**src/rtl/ldi_pkg.sv**
```systemverilog
package ldi_pkg;
  // ---------------------------------------------------------------
  // addresses and reset values (8-bit form, direction bit 0)
  // ---------------------------------------------------------------
  localparam logic [7:0] BCAST_ADDR_RST = 8'hd0;
  localparam logic [7:0] GRP1_ADDR_RST = 8'hd2;
  localparam logic [7:0] GRP2_ADDR_RST = 8'hd4;
  localparam logic [7:0] GRP3_ADDR_RST = 8'hd8;
  localparam logic [7:0] SOFT_RESET_ADDR = 8'hd6;
  localparam logic [7:0] MODE_ONE_RST = 8'h01;
  // ---------------------------------------------------------------
  // mode register one bit positions
  // ---------------------------------------------------------------
  localparam int BCAST_EN_BIT = 0;
  localparam int GRP3_EN_BIT = 1;
  localparam int GRP2_EN_BIT = 2;
  localparam int GRP1_EN_BIT = 3;
  // ---------------------------------------------------------------
  // pointer ranges
  // ---------------------------------------------------------------
  localparam logic [4:0] PTR_LAST_ALL = 5'h1b;
  localparam logic [4:0] PTR_FIRST_LED = 5'h02;
  localparam logic [4:0] PTR_LAST_LED = 5'h11;
  localparam logic [4:0] PTR_FIRST_GRP = 5'h12;
  localparam logic [4:0] PTR_LAST_GRP = 5'h13;
  localparam logic [2:0] AI_NONE = 3'h0;
  localparam logic [2:0] AI_ALL = 3'h4;
  localparam logic [2:0] AI_LED = 3'h5;
  localparam logic [2:0] AI_GRP = 3'h6;
  localparam logic [2:0] AI_LED_GRP = 3'h7;
  // ---------------------------------------------------------------
  // timing
  // ---------------------------------------------------------------
  localparam int CLK_PERIOD_NS = 20;
  localparam int SPIKE_NS = 50;
  localparam int SPIKE_CYC = (SPIKE_NS + CLK_PERIOD_NS - 1) / CLK_PERIOD_NS;
  localparam int TIMEOUT_MS = 25;
  localparam int TIMEOUT_CYC = TIMEOUT_MS * 1000000 / CLK_PERIOD_NS;
  localparam int TMO_W = 21;
  // ---------------------------------------------------------------
  // receive state machine
  // ---------------------------------------------------------------
  typedef enum logic [4:0] {
    LDI_IDLE = 5'b00001,
    LDI_ADDR = 5'b00010,
    LDI_WDAT = 5'b00100,
    LDI_RDAT = 5'b01000,
    LDI_IGN = 5'b10000
  } ldi_state_t;
endpackage

```
**src/rtl/ldi_filt_if.sv**
```systemverilog
`timescale 1ns/100ps
// filtered bus line levels between filter and protocol logic
interface ldi_filt_if;
  logic scl;
  logic sda;
  modport src (output scl, output sda);
  modport dst (input scl, input sda);
endinterface

```
**src/rtl/ldi_filter.sv**
```systemverilog
`timescale 1ns/100ps
module ldi_filter
  import ldi_pkg::*;
#(
  parameter int STABLE_CYC = SPIKE_CYC
) (
  input wire logic clk,             // system clock
  input wire logic resetn,          // synchronous reset
  input wire logic scl_in,          // raw clock line
  input wire logic sda_in,          // raw data line
  ldi_filt_if.src filt              // filtered levels
);
  logic [1:0] lvl_reg, lvl_next;
  logic [1:0] cnt_reg [2];
  logic [1:0] cnt_next [2];
  logic [1:0] raw;
  assign raw = {sda_in, scl_in};
  // ---------------------------------------------------------------
  // spike filter
  // ---------------------------------------------------------------
  // spike suppression counter
  // level only follows after STABLE_CYC+1 agreeing samples
  always_comb begin
    lvl_next = lvl_reg;
    for (int i = 0; i < 2; i++) begin
      cnt_next[i] = 2'h0;
      if (raw[i] != lvl_reg[i]) begin
        cnt_next[i] = cnt_reg[i] + 2'h1;
        if (cnt_reg[i] == 2'(STABLE_CYC)) begin
          lvl_next[i] = raw[i];
          cnt_next[i] = 2'h0;
        end
      end
    end
  end
  // registers, idle bus is high
  always_ff @(posedge clk) begin
    if (!resetn) begin
      lvl_reg <= 2'h3;
      cnt_reg[0] <= 2'h0;
      cnt_reg[1] <= 2'h0;
    end else begin
      lvl_reg <= lvl_next;
      cnt_reg <= cnt_next;
    end
  end
  assign filt.scl = lvl_reg[0];
  assign filt.sda = lvl_reg[1];
  chk_spike_blocked: assert property (@(posedge clk) disable iff (!resetn)
    ($changed(lvl_reg[0]) |-> $past(raw[0]) == lvl_reg[0] &&
     $past(raw[0], 2) == lvl_reg[0] && $past(raw[0], 3) == lvl_reg[0]))
    else $error("scl level changed after too short a pulse");
endmodule

```
**src/rtl/ldi_target.sv**
```systemverilog
`timescale 1ns/100ps
module ldi_target
  import ldi_pkg::*;
#(
  parameter logic [6:0] DEV_ADDR = 7'h60,      // regular address
  parameter int TIMEOUT_CYCLES = TIMEOUT_CYC    // bus stuck limit
) (
  input wire logic CLK,                          // 50 MHz clock
  input wire logic RESETN,                       // sync reset, low
  input wire logic SCL_IN,                       // clock line in
  input wire logic SDA_IN,                       // data line in
  output logic SDA_OUT,                          // data out, always 0
  output logic SDA_OE,                           // high pulls data low
  input wire logic TIMEOUT_EN,                   // stuck bus time-out on
  input wire logic [7:0] MODE_ONE,               // mode register one
  input wire logic [7:0] BCAST_ADDR,             // broadcast address
  input wire logic [7:0] GRP1_ADDR,              // group address one
  input wire logic [7:0] GRP2_ADDR,              // group address two
  input wire logic [7:0] GRP3_ADDR,              // group address three
  input wire logic [7:0] RD_DATA,                // register read data
  output logic [7:0] CTRL,                       // control byte
  output logic [7:0] WR_DATA,                    // written data byte
  output logic WR_STB,                           // data byte written
  output logic RD_STB,                           // data byte sent and acked by the controller
  output logic SOFT_RESET_CALL                   // soft reset pulse
);
  import ldi_pkg::*;


  // ---------------------------------------------------------------
  // pointer arithmetic
  // ---------------------------------------------------------------
  // range ends come from the register layout
  function automatic logic [4:0] ptr_step(input logic [7:0] cb);
    logic [4:0] p;
    p = cb[4:0];
    // beyond range climbs to 00 first
    case (cb[7:5])
      AI_ALL: ptr_step = (p >= PTR_LAST_ALL) ? 5'h00 : p + 5'h01;
      AI_LED: ptr_step = (p == PTR_LAST_LED) ? PTR_FIRST_LED :
        (p >= PTR_LAST_ALL) ? 5'h00 : p + 5'h01;
      AI_GRP: ptr_step = (p == PTR_LAST_GRP) ? PTR_FIRST_GRP :
        (p >= PTR_LAST_ALL) ? 5'h00 : p + 5'h01;
      AI_LED_GRP: ptr_step = (p == PTR_LAST_GRP) ? PTR_FIRST_LED :
        (p >= PTR_LAST_ALL) ? 5'h00 : p + 5'h01;
      default: ptr_step = p;
    endcase
  endfunction

  // ---------------------------------------------------------------
  // filtered lines and bus conditions
  // ---------------------------------------------------------------
  ldi_filt_if filt ();
  ldi_filter #(.STABLE_CYC(SPIKE_CYC)) u_filt (
    .clk(CLK),
    .resetn(RESETN),
    .scl_in(SCL_IN),
    .sda_in(SDA_IN),
    .filt(filt)
  );

  logic scl_d_reg, sda_d_reg;
  logic start_c, stop_c, rise_c, fall_c;
  always_ff @(posedge CLK) begin
    if (!RESETN) begin
      scl_d_reg <= 1'b1;
      sda_d_reg <= 1'b1;
    end else begin
      scl_d_reg <= filt.scl;
      sda_d_reg <= filt.sda;
    end
  end
  // edges of the already filtered lines
  assign start_c = filt.scl && scl_d_reg && sda_d_reg && !filt.sda;
  assign stop_c = filt.scl && scl_d_reg && !sda_d_reg && filt.sda;
  assign rise_c = filt.scl && !scl_d_reg;
  assign fall_c = !filt.scl && scl_d_reg;

  // ---------------------------------------------------------------
  // stuck bus time-out
  // ---------------------------------------------------------------
  logic [TMO_W-1:0] tmo_reg, tmo_next;
  logic tmo_hit;
  // count while either line is low
  always_comb begin
    tmo_next = '0;
    if (TIMEOUT_EN && (!filt.scl || !filt.sda) &&
        tmo_reg != TMO_W'(TIMEOUT_CYCLES))
      tmo_next = tmo_reg + TMO_W'(1);
    else if (TIMEOUT_EN && (!filt.scl || !filt.sda))
      tmo_next = tmo_reg;
  end
  assign tmo_hit = tmo_reg == TMO_W'(TIMEOUT_CYCLES - 1);
  always_ff @(posedge CLK) begin
    if (!RESETN)
      tmo_reg <= '0;
    else
      tmo_reg <= tmo_next;
  end

  // ---------------------------------------------------------------
  // byte engine
  // ---------------------------------------------------------------
  ldi_state_t st_reg, st_next;
  logic [3:0] bit_reg, bit_next;
  logic [7:0] sh_reg, sh_next;
  logic ctl_pend_reg, ctl_pend_next;
  logic sr_pend_reg, sr_pend_next;
  logic oe_reg, oe_next;
  logic ack_reg, ack_next;
  logic [7:0] ctrl_reg, ctrl_next;
  logic [7:0] wd_reg, wd_next;
  logic wstb_reg, wstb_next, rstb_reg, rstb_next, srst_reg, srst_next;
  logic addr_hit;
  logic [7:0] abyte;
  assign abyte = {sh_reg[6:0], filt.sda};

  // address match of the byte held after eight clocks
  always_comb begin
    addr_hit = 1'b0;
    if (sh_reg[7:1] == DEV_ADDR)
      addr_hit = 1'b1;
    if (sh_reg[7:1] == BCAST_ADDR[7:1] && MODE_ONE[BCAST_EN_BIT])
      addr_hit = 1'b1;
    if (sh_reg[7:1] == GRP1_ADDR[7:1] && MODE_ONE[GRP1_EN_BIT])
      addr_hit = 1'b1;
    if (sh_reg[7:1] == GRP2_ADDR[7:1] && MODE_ONE[GRP2_EN_BIT])
      addr_hit = 1'b1;
    if (sh_reg[7:1] == GRP3_ADDR[7:1] && MODE_ONE[GRP3_EN_BIT])
      addr_hit = 1'b1;
    if (sh_reg == SOFT_RESET_ADDR)
      addr_hit = 1'b1;
  end

  // protocol next state; bit 8 of a byte is the acknowledge slot
  always_comb begin
    st_next = st_reg;
    bit_next = bit_reg;
    sh_next = sh_reg;
    ctl_pend_next = ctl_pend_reg;
    sr_pend_next = sr_pend_reg;
    oe_next = oe_reg;
    ack_next = ack_reg;
    ctrl_next = ctrl_reg;
    wd_next = wd_reg;
    wstb_next = 1'b0;
    rstb_next = 1'b0;
    srst_next = 1'b0;
    if (start_c) begin
      st_next = LDI_ADDR;
      bit_next = 4'h0;
      oe_next = 1'b0;
      ack_next = 1'b0;
      sr_pend_next = 1'b0;
    end else if (stop_c) begin
      st_next = LDI_IDLE;
      oe_next = 1'b0;
      // flag kept apart: the stop clock shifts sh_reg first
      if (ack_reg && sr_pend_reg)
        srst_next = 1'b1;
      ack_next = 1'b0;
      sr_pend_next = 1'b0;
    end else begin
      case (st_reg)
        LDI_IDLE: begin
          oe_next = 1'b0;
        end
        LDI_ADDR, LDI_WDAT: begin
          if (rise_c && bit_reg < 4'h8) begin
            sh_next = abyte;
            bit_next = bit_reg + 4'h1;
          end
          if (fall_c && bit_reg == 4'h8) begin
            oe_next = 1'b1;
            if (st_reg == LDI_ADDR) begin
              if (addr_hit) begin
                ack_next = 1'b1;
                st_next = sh_reg[0] ? LDI_RDAT : LDI_WDAT;
                // new write transfer reloads control
                // soft reset call carries no control byte
                sr_pend_next = sh_reg == SOFT_RESET_ADDR;
                ctl_pend_next = !sh_reg[0] && !sr_pend_next;
              end else begin
                oe_next = 1'b0;
                st_next = LDI_IGN;
              end
            end else if (sr_pend_reg) begin
              // bytes after a soft reset call are acked, not used
              oe_next = 1'b1;
            end else if (ctl_pend_reg) begin
              // first data byte is the control byte
              // its pointer picks the first register
              ctrl_next = sh_reg;
              ctl_pend_next = 1'b0;
            end else begin
              wd_next = sh_reg;
              wstb_next = 1'b1;
              ctrl_next = {ctrl_reg[7:5], ptr_step(ctrl_reg)};
            end
          end
          if (fall_c && bit_reg == 4'h9) begin
            oe_next = 1'b0;
            bit_next = 4'h0;
          end
          if (rise_c && bit_reg == 4'h8)
            bit_next = 4'h9;
        end
        LDI_RDAT: begin
          // after address ack, drive data bits at once, then release for the controller's ack
          if (fall_c) begin
            if (bit_reg == 4'h8 && oe_reg) begin
              // fetch late so an advanced pointer is already applied
              bit_next = 4'h0;
              sh_next = RD_DATA;
              oe_next = !RD_DATA[7];
            end else if (bit_reg < 4'h7) begin
              oe_next = !sh_reg[6];
              sh_next = {sh_reg[6:0], 1'b0};
              bit_next = bit_reg + 4'h1;
            end else if (bit_reg == 4'h7) begin
              oe_next = 1'b0;
              bit_next = 4'h9;
            end
          end
          if (rise_c && bit_reg == 4'h9) begin
            if (filt.sda) begin
              st_next = LDI_IGN;
            end else begin
              rstb_next = 1'b1;
              ctrl_next = {ctrl_reg[7:5], ptr_step(ctrl_reg)};
              bit_next = 4'h8;
              oe_next = 1'b1;
            end
          end
        end
        LDI_IGN: begin
          oe_next = 1'b0;
        end
        default: begin
          st_next = LDI_IDLE;
        end
      endcase
    end
    if (tmo_hit) begin
      st_next = LDI_IDLE;
      oe_next = 1'b0;
      ack_next = 1'b0;
      ctl_pend_next = 1'b0;
      sr_pend_next = 1'b0;
    end
  end

  // state registers
  always_ff @(posedge CLK) begin
    if (!RESETN) begin
      st_reg <= LDI_IDLE;
      bit_reg <= 4'h0;
      sh_reg <= 8'h00;
      ctl_pend_reg <= 1'b0;
      sr_pend_reg <= 1'b0;
      oe_reg <= 1'b0;
      ack_reg <= 1'b0;
      ctrl_reg <= 8'h00;
      wd_reg <= 8'h00;
      wstb_reg <= 1'b0;
      rstb_reg <= 1'b0;
      srst_reg <= 1'b0;
    end else begin
      st_reg <= st_next;
      bit_reg <= bit_next;
      sh_reg <= sh_next;
      ctl_pend_reg <= ctl_pend_next;
      sr_pend_reg <= sr_pend_next;
      oe_reg <= oe_next;
      ack_reg <= ack_next;
      ctrl_reg <= ctrl_next;
      wd_reg <= wd_next;
      wstb_reg <= wstb_next;
      rstb_reg <= rstb_next;
      srst_reg <= srst_next;
    end
  end

  // outputs straight from flip-flops, SDA_OUT tied to 0; data pin only ever pulls low
  assign SDA_OUT = 1'b0;
  assign SDA_OE = oe_reg;
  assign CTRL = ctrl_reg;
  assign WR_DATA = wd_reg;
  assign WR_STB = wstb_reg;
  assign RD_STB = rstb_reg;
  assign SOFT_RESET_CALL = srst_reg;

  // ---------------------------------------------------------------
  // checks
  // ---------------------------------------------------------------
  chk_wrap_all_mode: assert property (@(posedge CLK) disable iff (!RESETN)
    (wstb_next && ctrl_reg == {AI_ALL, PTR_LAST_ALL}) |=>
      ctrl_reg == {AI_ALL, 5'h00})
    else $error("option 100 did not wrap to zero");
  chk_wrap_led_mode: assert property (@(posedge CLK) disable iff (!RESETN)
    (wstb_next && ctrl_reg == {AI_LED, PTR_LAST_LED}) |=>
      ctrl_reg == {AI_LED, PTR_FIRST_LED})
    else $error("option 101 did not wrap to 02");
  chk_wrap_grp_mode: assert property (@(posedge CLK) disable iff (!RESETN)
    ((wstb_next || rstb_next) && ctrl_reg == {AI_GRP, PTR_LAST_GRP}) |=>
      ctrl_reg == {AI_GRP, PTR_FIRST_GRP})
    else $error("option 110 did not wrap to 12");
  chk_wrap_both_mode: assert property (@(posedge CLK) disable iff (!RESETN)
    (wstb_next && ctrl_reg == {AI_LED_GRP, PTR_LAST_GRP}) |=>
      ctrl_reg == {AI_LED_GRP, PTR_FIRST_LED})
    else $error("option 111 did not wrap to 02");
  chk_fixed_pointer: assert property (@(posedge CLK) disable iff (!RESETN)
    (WR_STB && CTRL[7:5] == AI_NONE) |-> $stable(CTRL))
    else $error("pointer moved with auto-increment off");
  chk_option_kept: assert property (@(posedge CLK) disable iff (!RESETN)
    (WR_STB || RD_STB) |-> CTRL[7:5] == $past(CTRL[7:5]))
    else $error("option bits changed on advance");
  chk_soft_rst_read: assert property (@(posedge CLK) disable iff (!RESETN)
    (st_reg == LDI_ADDR && fall_c && bit_reg == 4'h8 &&
     sh_reg == (SOFT_RESET_ADDR | 8'h01) && sh_reg[7:1] != DEV_ADDR) |=>
     !SDA_OE)
    else $error("soft reset read was acknowledged");
  chk_grp_silent: assert property (@(posedge CLK) disable iff (!RESETN)
    (st_reg == LDI_ADDR && fall_c && bit_reg == 4'h8 &&
     MODE_ONE[3:0] == 4'h0 && sh_reg[7:1] != DEV_ADDR &&
     sh_reg != SOFT_RESET_ADDR) |=> !SDA_OE)
    else $error("acknowledged while all group and broadcast off");
  chk_timeout_idle: assert property (@(posedge CLK) disable iff (!RESETN)
    tmo_hit |=> st_reg == LDI_IDLE && !SDA_OE)
    else $error("time-out did not reset interface");
  cov_write_burst: cover property (@(posedge CLK) WR_STB ##[1:1000] WR_STB);
  cov_read_byte: cover property (@(posedge CLK) RD_STB);
  cov_soft_reset: cover property (@(posedge CLK) SOFT_RESET_CALL);
endmodule

```
**config.mk**
```make
export PLATFORM = sky130hd
export DESIGN_NAME = ldi_target
export DESIGN_NICKNAME = d
export VERILOG_FILES = /design/src/rtl/ldi_pkg.sv /design/src/rtl/ldi_filt_if.sv /design/src/rtl/ldi_filter.sv /design/src/rtl/ldi_target.sv
export SDC_FILE = /design/constraint.sdc
export NUM_CORES = 1
export LEC_CHECK = 0
export ABC_CLOCK_PERIOD_IN_PS = 2330
export BUFFER_PORTS_ARGS = -buffer_cell sky130_fd_sc_hd__clkbuf_2
export CORE_MARGIN = 5
export CORE_UTILIZATION = 50
export DETAILED_ROUTE_END_ITERATION = 16
export PLACE_DENSITY = 0.71
export SETUP_SLACK_MARGIN = 0.15
export SLEW_MARGIN = 20
export SYNTH_ARGS = -nofsm -noshare
export SYNTH_HDL_FRONTEND = slang
export SYNTH_SLANG_ARGS = --single-unit
```
**constraint.sdc**
```tcl
create_clock -name CLK -period 2.33 [get_ports CLK]
set_input_delay 0.3495 -clock CLK [delete_from_list [all_inputs] [get_ports CLK]]
set_output_delay 0.3495 -clock CLK [all_outputs]
set_load 0.01 [all_outputs]
```
==> impl_results.md, run 1 <==
* Crit path time final at 2.13 ns
* Max-slew violation count at 0
* Aggregate global-route resource usage at 19.5%
* Worst reg2reg startpoint: st_reg[4]
* WL per Instance at roughly 15 um
* Fraction of met2 tracks used by global routing at about 34%
* Result of the run: finished clean
* Peak clock frequency supported by timing at ~470 MHz
* Post-detail-place hpwl at 7280 um
* Max H-tree Level at 3
* Power per standard cell area at ~490 nW/um^2
* CTS tree: built
* Crit path DAT at between 2 and 2.5 ns
* Synth cell types at 66
* Worst Clk Skew at between 0.01 and 0.015 ns
* Remaining global-route overflow at 0
* Worst setup path category: reg2reg
* Number of nets at the end of the flow at a little over 600
* Top library cells by usage in the layout, fill and taps aside: sky130_fd_sc_hd__dfxtp_1, sky130_fd_sc_hd__clkbuf_2, sky130_fd_sc_hd__nor2_1
* Final hold violations at 0
* Growth of design area from synthesis to finish at 18.4%
* Overall Power at approximately 2.4 mW
* Hold Path Sink: u_filt.lvl_reg[0]
* Detailed-routing iteration count for the pre-antenna-repair pass at 4
* Placeable core region at around 8100 sq um
* Latest clock arrival within the worst-skew pair at 0.35 ns
* Flop2flop setup slack at between 0.15 and 0.2 ns
* Wire length of the first global-routing pass at 16100 um
* Synthesized instance count at 479
* Post-Syn Nets at around 540
* CP Data Required Time at around 2.6 ns
* Post-route clock period utilization at ~91%
* Die W at 100 um
* Share of flip-flops with an asynchronous set or reset at 0%
* Total wire length after detailed routing at 9730 um
* Slew HR at between 50 and 60%
* RSZ-0062 raised after global routing: true
* Sort of element at the end of the critical path: flop
* Total negative slack at 0 ns
* Reg-to-Reg End: sh_reg[6]
* Hold Path Depth at 3
* Netlist area before placement at approximately 4100 sq um
* Number of buffers between clock root and the deepest sink at 2
* Count of clock tree sinks at just under 70
* Max cap viols at 0
* Post-synthesis sequential element count at 69
* Vias at around 3700
* Max FFs per register at 21
* Fillcell total at approximately 740
* Type of the tightest min-delay check: in2reg
* Pin count of the biggest net entering global routing at 33
* Least-Margin Pin Slew at around 0.64 ns
* Share of layout cells above drive strength 1 at roughly a quarter
* Global routing usage on met1 at about 25%
* I/O pin count at 74
* Maximum fanout count along the critical path at 7
* Clock transition at path regs at around 0.070 ns
* Number of synthesized flops with an enable pin at 0
* Total die area at between 10000 and 15000 sq um
* Input/output buffers at 64
* HP Start: SCL_IN
* Final weighted congestion in routability-driven placement at approximately 0.89
* Antenna Violating Nets Remaining at 0
* Syn. warnings at 0
* Number of global-route vias before repair at between 3000 and 4000
* Area of combinational cells with multiple inputs at 2550 sq um
* Sequential cell area fraction in the yosys report at roughly a third
* Inserted Diodes at 0
* Leading cell type in the layout, fill and taps excluded: sky130_fd_sc_hd__dfxtp_1
* Main flop type after synthesis: sky130_fd_sc_hd__dfxtp_1
* Total clock buffers created by CTS at 9
* Iter 0 DRT Violations at ~190
* Root Buffer: sky130_fd_sc_hd__clkbuf_8
* Worst reg2reg path depth at 6
* Initial antenna violation count at 0
* Mapped Avg Cell Area at roughly 8.5 sq um
* Die Y at 100 um
* Post-detailed-route via-to-cell ratio at between 5 and 6
* Row count at 33
* Number of remaining DRC errors at 0
* Number of endpoints failing setup at the final stage at 0
* Global-route layer with the greatest usage: met2
* Met3 Resource Use GR at 4.24%
* Startpoint Class: flop
* Starting Density at 50.3%
* Maximum VDD drop at between 0.0003 and 0.0004 V
* Standby leakage power at 1.87 nW
* Reg area at 1380 sq um
metal layers:
metal	wire length [um]	share of wire, %	vias to the layer above
met1	4360	45	1725
met2	4640	48	91
met4	78	0.80	0
met5	0	0	-
li1	-	-	1844
met3	656	6.7	8
area by class of cell:
type	count	share of cell area [%]
Inverter	10	0.778
Tap cell	105	2.72
Timing Repair Buffer	94	11.6
Multi-Input combinational cell	369	52.8
Sequential cell	69	28.6
Clock buffer	10	2.65
Clock inverter	6	0.830
how the worst max path moves through the flow:
stage	cells past startpoint	endpoint	slack [ns]	from
6_report	6	sh_reg[6]	0.20	st_reg[4]
5_1_grt	8	sh_reg[1]	0.09	st_reg[4]
4_1_cts	7	st_reg[0]	0.16	bit_reg[0]
3_5_place_dp	6	CTRL[3]	0.17	st_reg[4]
3_3_place_gp	6	CTRL[3]	0.19	st_reg[4]
2_1_floorplan	9	CTRL[5]	0.26	bit_reg[0]
power breakdown:
group	internal [mW]	switching (mW)
Sequential	1.20	0.0306
Clock	0.384	0.456
Combinational	0.141	0.140
critical path: stages (launching register included):
cell and delay (ns):
sky130_fd_sc_hd__dfxtp_1 0.37, sky130_fd_sc_hd__or4_4 0.55, sky130_fd_sc_hd__buf_4 0.17, sky130_fd_sc_hd__or3_2 0.57, sky130_fd_sc_hd__mux2i_1 0.20, sky130_fd_sc_hd__nand2_1 0.08, sky130_fd_sc_hd__o211a_1 0.11
what timing repair did:
| item | 4_1_cts | 5_1_grt |
|---|---|---|
| endpoints found under the setup margin | 1 | 27 |
| setup buffers | 0 | 1 |
| cloned | 0 | 0 |
| pin swaps | 0 | 2 |
| resized for setup | 1 | 10 |
| hold buffers | 0 | 0 |
Yosys cell counts (all sizes together), types with 2 or more instances:
master  count  area, sq um
a211oi      5         42.5
a21o        5         37.5
a21oi      14         81.3
a311oi      4         35.0
a31oi       5         31.3
and2        2         12.5
and3        6         37.5
and3b       4         35.0
and4        4         35.0
and4b       3         30.0
buf        16         98.8
clkbuf     15         57.6
dfxtp      69         1380
ha          9          113
inv        10         37.5
mux2i      21          210
nand2      39          146
nand2b      8         50.1
nand3      15         75.1
nand3b      3         22.5
nand4      16          100
nand4b      2         17.5
nor2       52          198
nor2b      13         81.3
nor3        5         25.0
nor3b       3         22.5
nor4        5         37.5
nor4b       3         41.3
nor4bb      5         50.1
o211a       5         50.1
o211ai      4         30.0
o21a        4         37.5
o21ai      23          115
o221a       2         22.5
o22ai       3         18.8
o311ai      2         17.5
or2         6         37.5
or3         3         20.0
or4         2         18.8
xnor2      35          307
xor2       18          158
metrics by stage:
| step | hold slack (ns) | instance area (sq um) | worst slack [ns] | std cells | util [%] |
|---|---|---|---|---|---|
| finish | 0.247 | 4820 | 0.199 | 663 | 59.6 |
| global route | 0.257 | 4820 | 0.0855 | 663 | 59.6 |
| CTS | 0.243 | 4770 | 0.158 | 662 | 59.0 |
| detailed placement | 0.428 | 4600 | 0.169 | 646 | 56.9 |
| global placement | 0.412 | 4600 | 0.186 | 646 | 56.9 |
| floorplan | 0.405 | 4070 | 0.261 | 479 | - |
logic make-up after synthesis:
kind of cell               share of synthesized area, %
DFF                                                33.9
xor gates and xnor gates                           11.4
adders and majority gates                          2.77
other                                            0.0921
buffers and inverters                              4.76
AOI/OAI and AO/OA                                  14.8
muxes                                              5.44
and+or+nand+nor                                    26.9
Power figures use the tool's default switching activity.
==> inputs of run 2 (changes only) <==
--- a/config.mk
+++ b/config.mk
@@ -5,7 +5,7 @@
 export SDC_FILE = /design/constraint.sdc
 export NUM_CORES = 1
 export LEC_CHECK = 0
-export ABC_CLOCK_PERIOD_IN_PS = 2330
+export ABC_CLOCK_PERIOD_IN_PS = 2600
 export BUFFER_PORTS_ARGS = -buffer_cell sky130_fd_sc_hd__clkbuf_2
 export CORE_MARGIN = 5
 export CORE_UTILIZATION = 50
==> constraint.sdc (replaced) <==
create_clock -name CLK -period 2.6 [get_ports CLK]
set_input_delay 0.39 -clock CLK [delete_from_list [all_inputs] [get_ports CLK]]
set_output_delay 0.39 -clock CLK [all_outputs]
set_load 0.01 [all_outputs]
==> impl_results.md, run 2 (synthesis results as in run 1) <==
* Fraction of the core area covered by cells at the end of the flow at 58.6% (-1.0 points)
* Total die area at 10100 sq um (unchanged)
* Number of buffers between clock root and the deepest sink at 2 (unchanged)
* Total wire length after detailed routing at 9840 um (+1.1%)
* Internal power consumption at 1.86 mW (+8.0%)
* Peak clock frequency supported by timing at 429 MHz (-8.6%)
* Post-detail-place hpwl at 7250 um (-0.36%)
* Proportion of power drawn by combinational gates at 10.1% (-1.8 points)
* Resized cells post-CTS at 0 (-1)
* Input/output buffers at 64 (unchanged)
* Max H-tree Level at 3 (unchanged)
* Iter 0 DRT Violations at 192 (+2.1%)
* Root Buffer: sky130_fd_sc_hd__clkbuf_8
* I/O pin count at 74 (unchanged)
* Row count at 33 (unchanged)
* Detailed-routing iteration count for the pre-antenna-repair pass at 4 (unchanged)
* Leading cell type in the layout, fill and taps excluded: sky130_fd_sc_hd__dfxtp_1
* Placeable core region at 8090 sq um (unchanged)
* Max FFs per register at 21 (unchanged)
* Latest clock arrival within the worst-skew pair at 0.35 ns (about the same)
* CP Data Required Time at 2.85 ns (+0.27 ns)
* Number of global-route vias before repair at 3558 (+0.17%)
* Count of clock tree sinks at 69 (unchanged)
* Post-CTS setup buffer count at 0 (unchanged)
* WL per Instance at 15.3 um (+4.0%)
* Slew HR at 52.2% (-4.8 points)
* Result of the run: finished clean
* Post-route clock period utilization at 89.6% (-1.8 points)
* Pin count of the biggest net entering global routing at 32 (-3.0%)
* Clock Power Share at 44.7% (+9.0 points)
* Remaining global-route overflow at 0 (unchanged)
* CTS tree: built
* Aggregate global-route resource usage at 20.4% (+0.85 points)
* Power per standard cell area at 515 nW/um^2 (+5.5%)
* Cts hold-fix bufs at 0 (unchanged)
* Top library cells by usage in the layout, fill and taps aside: sky130_fd_sc_hd__dfxtp_1, sky130_fd_sc_hd__clkbuf_2, sky130_fd_sc_hd__nor2_1
* Clock transition at path regs at 0.08 ns (about the same)
* Total net switching power at 0.575 mW (-8.2%)
* Worst slack at placement at 0.245 ns (+0.0756 ns)
* Fraction of power spent switching nets at 23.6% (-3.1 points)
* Growth of design area from synthesis to finish at 16.4%
* Post-layout instance count excluding filler cells at 644 (-2.9%)
* Type of the tightest min-delay check: in2reg
* Total clock buffers created by CTS at 9 (unchanged)
* Worst Clk Skew at 0.0100 ns (-0.00311 ns)
* Least-Margin Pin Slew at 0.716 ns (+0.0760 ns)
* Starting Density at 50.3% (unchanged)
* Die Y at 100 um (unchanged)
* Final hold violations at 0 (unchanged)
* Final setup margin at 0.269 ns (+0.0701 ns)
* Final standard cell area without fillers at 4740 sq um (-1.7%)
* Max cap viols at 0 (unchanged)
* Vias at 3628 (-1.1%)
* Post-detailed-route via-to-cell ratio at 5.63 (+1.8%)
* Placed cell area at 4460 sq um (-3.2%)
* Number of remaining DRC errors at 0 (unchanged)
* Maximum VDD drop at 0.000310 V (-1.3%)
* RSZ-0062 raised after global routing: false
* Crit path DAT at 2.58 ns (+0.20 ns)
* Startpoint Class: flop
* Standby leakage power at 1.81 nW (-3.2%)
* Share of layout cells above drive strength 1 at 20.4% (-3.4 points)
* Crit path time final at 2.33 ns (+0.200 ns)
* Inserted Diodes at 0 (unchanged)
* Total negative slack at 0 ns (unchanged)
* Final weighted congestion in routability-driven placement at 0.841 (-5.7%)
* Maximum fanout count along the critical path at 16 (+9)
* Cell Count Post-Placement at 628 (-2.8%)
* Wire length of the first global-routing pass at 16700 um (+3.5%)
* Max-slew violation count at 0 (unchanged)
* Number of endpoints failing setup at the final stage at 0 (unchanged)
* Antenna Violating Nets Remaining at 0 (unchanged)
* Worst setup path category: reg2reg
* Relative contribution of sequential cells to total power at 45.2% (-7.2 points)
* Overall Power at 2.44 mW (+3.7%)
* Final Hold Slack at 0.284 ns (+0.0362 ns)
* Initial antenna violation count at 0 (unchanged)
* Die W at 100 um (unchanged)
* Sort of element at the end of the critical path: flop
* Number of nets at the end of the flow at 596 (-3.1%)
## run 2: worst max-delay path, stage by stage (launching register included)
cell and delay (ns):
sky130_fd_sc_hd__dfxtp_1 0.36, sky130_fd_sc_hd__or4_4 0.59, sky130_fd_sc_hd__nor2_2 0.28, sky130_fd_sc_hd__nor2_1 0.13, sky130_fd_sc_hd__nor4b_4 0.27, sky130_fd_sc_hd__buf_4 0.24, sky130_fd_sc_hd__nor2_1 0.07, sky130_fd_sc_hd__a311oi_1 0.29
## run 2: cell type report
| cell class | instances | area, sq um |
|---|---|---|
| multi-input cells | 369 | 2540 |
| clock inverters | 5 | 106 |
| repair buffers | 75 | 403 |
| flip-flops and latches | 69 | 1380 |
| fillers | 750 | 3350 |
| inverters | 10 | 37.5 |
| well taps | 105 | 131 |
| clock buffers | 11 | 141 |
## run 2: final timing paths
check	startpoint	to	slack [ns]	cells after the start
min reg2reg	u_filt.cnt_reg[0]	u_filt.cnt_reg[0]	0.44	1
max reg2reg	st_reg[4]	sh_reg[1]	0.27	7
min	SDA_IN	u_filt.lvl_reg[1]	0.28	3
max	st_reg[4]	sh_reg[1]	0.27	7
## run 2: power groups by stage
stage          clock, mW  combinational [mW]  sequential [mW]
6_report            1.09               0.247             1.10
5_1_grt             1.16               0.274             1.11
4_1_cts             1.11               0.235             1.10
3_5_place_dp           0               0.234             1.13
3_3_place_gp           0               0.230             1.13
2_1_floorplan          0               0.161             1.12
## run 2: routing by layer
layer	vias to the layer above	track usage [%]	routed length [um]
met5	-	0	0
met2	96	34.0	4660
met4	0	7.15	170
met1	1709	25.7	4410
met3	14	4.86	595
li1	1809	-	-
==> inputs of run 3 (changes only) <==
--- a/config.mk
+++ b/config.mk
@@ -10,9 +10,10 @@
 export CORE_MARGIN = 5
 export CORE_UTILIZATION = 50
 export DETAILED_ROUTE_END_ITERATION = 16
-export PLACE_DENSITY = 0.71
+export PLACE_DENSITY = 0.7
 export SETUP_SLACK_MARGIN = 0.15
 export SLEW_MARGIN = 20
 export SYNTH_ARGS = -nofsm -noshare
 export SYNTH_HDL_FRONTEND = slang
+export SYNTH_HIERARCHICAL = 1
 export SYNTH_SLANG_ARGS = --single-unit
==> impl_results.md, run 3 <==
* Maximum VDD drop at 0.000491 V (+58%)
* Resized cells post-CTS at 0 (unchanged)
* Cell types with the largest area share after synthesis: sky130_fd_sc_hd__dfxtp_1, sky130_fd_sc_hd__xnor2_1, sky130_fd_sc_hd__nor2_1
* Crit path time final at 2.33 ns (-0.00472 ns)
* Share of flip-flops with an asynchronous set or reset at 0% (unchanged)
* Total die area at 10400 sq um (+3.5%)
* Syn. warnings at 6 (+6)
* Max H-tree Level at 3 (unchanged)
* Die Y at 102 um (+1.8%)
* Root Buffer: sky130_fd_sc_hd__clkbuf_8
* Worst setup path category: reg2reg
* CTS tree: built
* Power per standard cell area at 461 nW/um^2 (-10%)
* Least-Margin Pin Slew at 0.626 ns (-0.0892 ns)
* Final Hold Slack at 0.290 ns (+0.00679 ns)
* Fraction of met2 tracks used by global routing at 33.7% (-0.31 points)
* Sequential cell area fraction in the yosys report at 32.6% (-1.3 points)
* Post-route clock period utilization at 89.5% (-0.18 points)
* Met3 Resource Use GR at 3.69% (-1.2 points)
* Post-detailed-route via-to-cell ratio at 5.72 (+1.5%)
* Initial antenna violation count at 0 (unchanged)
* Detailed-routing iteration count for the pre-antenna-repair pass at 4 (unchanged)
* Post-Syn Nets at 578 (+6.8%)
* Input/output buffers at 64 (unchanged)
* Iter 0 DRT Violations at 240 (+25%)
* Result of the run: finished clean
* Pin count of the biggest net entering global routing at 22 (-31%)
* Global routing usage on met1 at 26.8% (+1.1 points)
* Number of remaining DRC errors at 0 (unchanged)
* Final hold violations at 0 (unchanged)
* Clock transition at path regs at 0.08 ns (about the same)
* Synth cell types at 69 (+4.5%)
* Netlist area before placement at 4230 sq um (+3.9%)
* Leading cell type in the layout, fill and taps excluded: sky130_fd_sc_hd__dfxtp_1
* Global-route layer with the greatest usage: met2
* Post-synth top area share at 32.6% (-1.3 points)
* Number of nets at the end of the flow at 629 (+5.5%)
* Main flop type after synthesis: sky130_fd_sc_hd__dfxtp_1
* Row count at 33 (unchanged)
* Leading area contributor after synthesis: sky130_fd_sc_hd__dfxtp_1
* Synthesized instance count at 516 (+7.7%)
* CP Data Required Time at 2.89 ns (+0.04 ns)
* Number of synthesized flops with an enable pin at 0 (unchanged)
* Starting Density at 51.5% (+1.2 points)
* Type of the tightest min-delay check: in2reg
* Growth of design area from synthesis to finish at 13.3%
* Wire length of the first global-routing pass at 17100 um (+2.6%)
* Vias at 3871 (+6.7%)
* Cell with the most instances after synthesis: sky130_fd_sc_hd__dfxtp_1
* Antenna Violating Nets Remaining at 0 (unchanged)
* Max-slew violation count at 0 (unchanged)
* Count of clock tree sinks at 69 (unchanged)
* Worst Clk Skew at 0.00636 ns (-0.00365 ns)
* Top library cells by usage in the layout, fill and taps aside: sky130_fd_sc_hd__dfxtp_1, sky130_fd_sc_hd__clkbuf_2, sky130_fd_sc_hd__nor2_1
* WL per Instance at 15.3 um (+0.41%)
* Aggregate global-route resource usage at 20.7% (+0.30 points)
* Latest clock arrival within the worst-skew pair at 0.35 ns (about the same)
* Peak clock frequency supported by timing at 430 MHz (+0.20%)
* Die W at 102 um (+1.8%)
* Slew HR at 58.2% (+6.0 points)
* Number of endpoints failing setup at the final stage at 0 (unchanged)
* Post-CTS setup buffer count at 0 (unchanged)
* Final weighted congestion in routability-driven placement at 0.883 (+5.0%)
* Total wire length after detailed routing at 10400 um (+5.6%)
* Post-synthesis sequential element count at 69 (unchanged)
* RSZ-0062 raised after global routing: false
* Share of layout cells above drive strength 1 at 19.2% (-1.2 points)
* Post-detail-place hpwl at 7710 um (+6.3%)
* I/O pin count at 74 (unchanged)
* Placeable core region at 8220 sq um (+1.5%)
* Post-synth top cells: sky130_fd_sc_hd__dfxtp_1, sky130_fd_sc_hd__nor2_1, sky130_fd_sc_hd__nand2_1
* Mapped Avg Cell Area at 8.20 sq um (-3.5%)
* Max FFs per register at 21 (unchanged)
* Sort of element at the end of the critical path: flop
* Crit path DAT at 2.61 ns (+0.03 ns)
* Maximum fanout count along the critical path at 9 (-7)
* Number of global-route vias before repair at 3641 (+2.3%)
* Inserted Diodes at 0 (unchanged)
* Number of buffers between clock root and the deepest sink at 2 (unchanged)
* Startpoint Class: flop
* Standby leakage power at 1.70 nW (-6.3%)
* Total clock buffers created by CTS at 9 (unchanged)
* Total negative slack at 0 ns (unchanged)
* Remaining global-route overflow at 0 (unchanged)
* Cts hold-fix bufs at 0 (unchanged)
* Max cap viols at 0 (unchanged)
run 3: layout make-up:
type	count	area (sq um)
Clock inverter	6	86.3
Tap cell	105	131
Clock buffer	10	138
Multi-Input combinational cell	397	2610
Timing Repair Buffer	73	388
Sequential cell	69	1380
Fill cell	759	3420
Inverter	17	63.8
run 3: critical path, cell delays in order (launching register included):
cell                       delay (ns)
sky130_fd_sc_hd__dfxtp_1         0.51
sky130_fd_sc_hd__inv_1           0.08
sky130_fd_sc_hd__ha_1            0.29
sky130_fd_sc_hd__and3b_1         0.22
sky130_fd_sc_hd__nand2_1         0.21
sky130_fd_sc_hd__a31oi_1         0.12
sky130_fd_sc_hd__o32ai_1         0.51
sky130_fd_sc_hd__o221ai_1        0.20
sky130_fd_sc_hd__nor2_1          0.12
run 3: through the flow:
step           setup slack [ns]  util, %  power (mW)  cells  area [sq um]
2_1_floorplan             0.662        -        1.21    516          4230
3_3_place_gp              0.395     55.6        1.26    661          4570
3_5_place_dp              0.367     55.6        1.26    661          4570
4_1_cts                   0.349     58.4        2.24    677          4790
5_1_grt                   0.152     58.4        2.31    677          4800
6_report                  0.274     58.4        2.21    677          4800
run 3: final timing paths:
| path | from | endpoint | slack [ns] | depth (start not counted) |
|---|---|---|---|---|
| max | bit_reg[0] | st_reg[1] | 0.27 | 8 |
| max reg2reg | bit_reg[0] | st_reg[1] | 0.27 | 8 |
| min | SCL_IN | u_filt/lvl_reg[0] | 0.29 | 3 |
| min reg2reg | u_filt/cnt_reg[2] | u_filt/cnt_reg[2] | 0.44 | 1 |
run 3: report_power, final:
| part | leakage (nW) | total, mW | internal, mW | switching [mW] |
|---|---|---|---|---|
| Sequential | 0.557 | 1.08 | 1.07 | 0.0179 |
| Combinational | 1.03 | 0.155 | 0.0790 | 0.0758 |
| Clock | 0.112 | 0.974 | 0.564 | 0.410 |
| Total | 1.70 | 2.21 | 1.71 | 0.503 |
run 3: metal layers:
layer / vias up / wire (um) / share of wire [%]
li1: 1945 / - / -
met1: 1801 / 4570 / 44
met2: 110 / 4940 / 48
met3: 15 / 674 / 6.5
met4: 0 / 198 / 1.9
met5: - / 0 / 0
run 3: cell families (layout without fill, tap and decap cells):
logic type / Yosys count / in the layout / share of synthesized area (%)
DFF: 69 / 69 / 32.6
and+or+nand+nor: 204 / 204 / 25.5
adders and majority gates: 9 / 9 / 2.66
AOI/OAI and AO/OA: 118 / 118 / 19.2
muxes: 17 / 17 / 4.05
xor gates and xnor gates: 48 / 48 / 9.93
other: 1 / 1 / 0.0886
buffers and inverters: 50 / 106 / 5.94
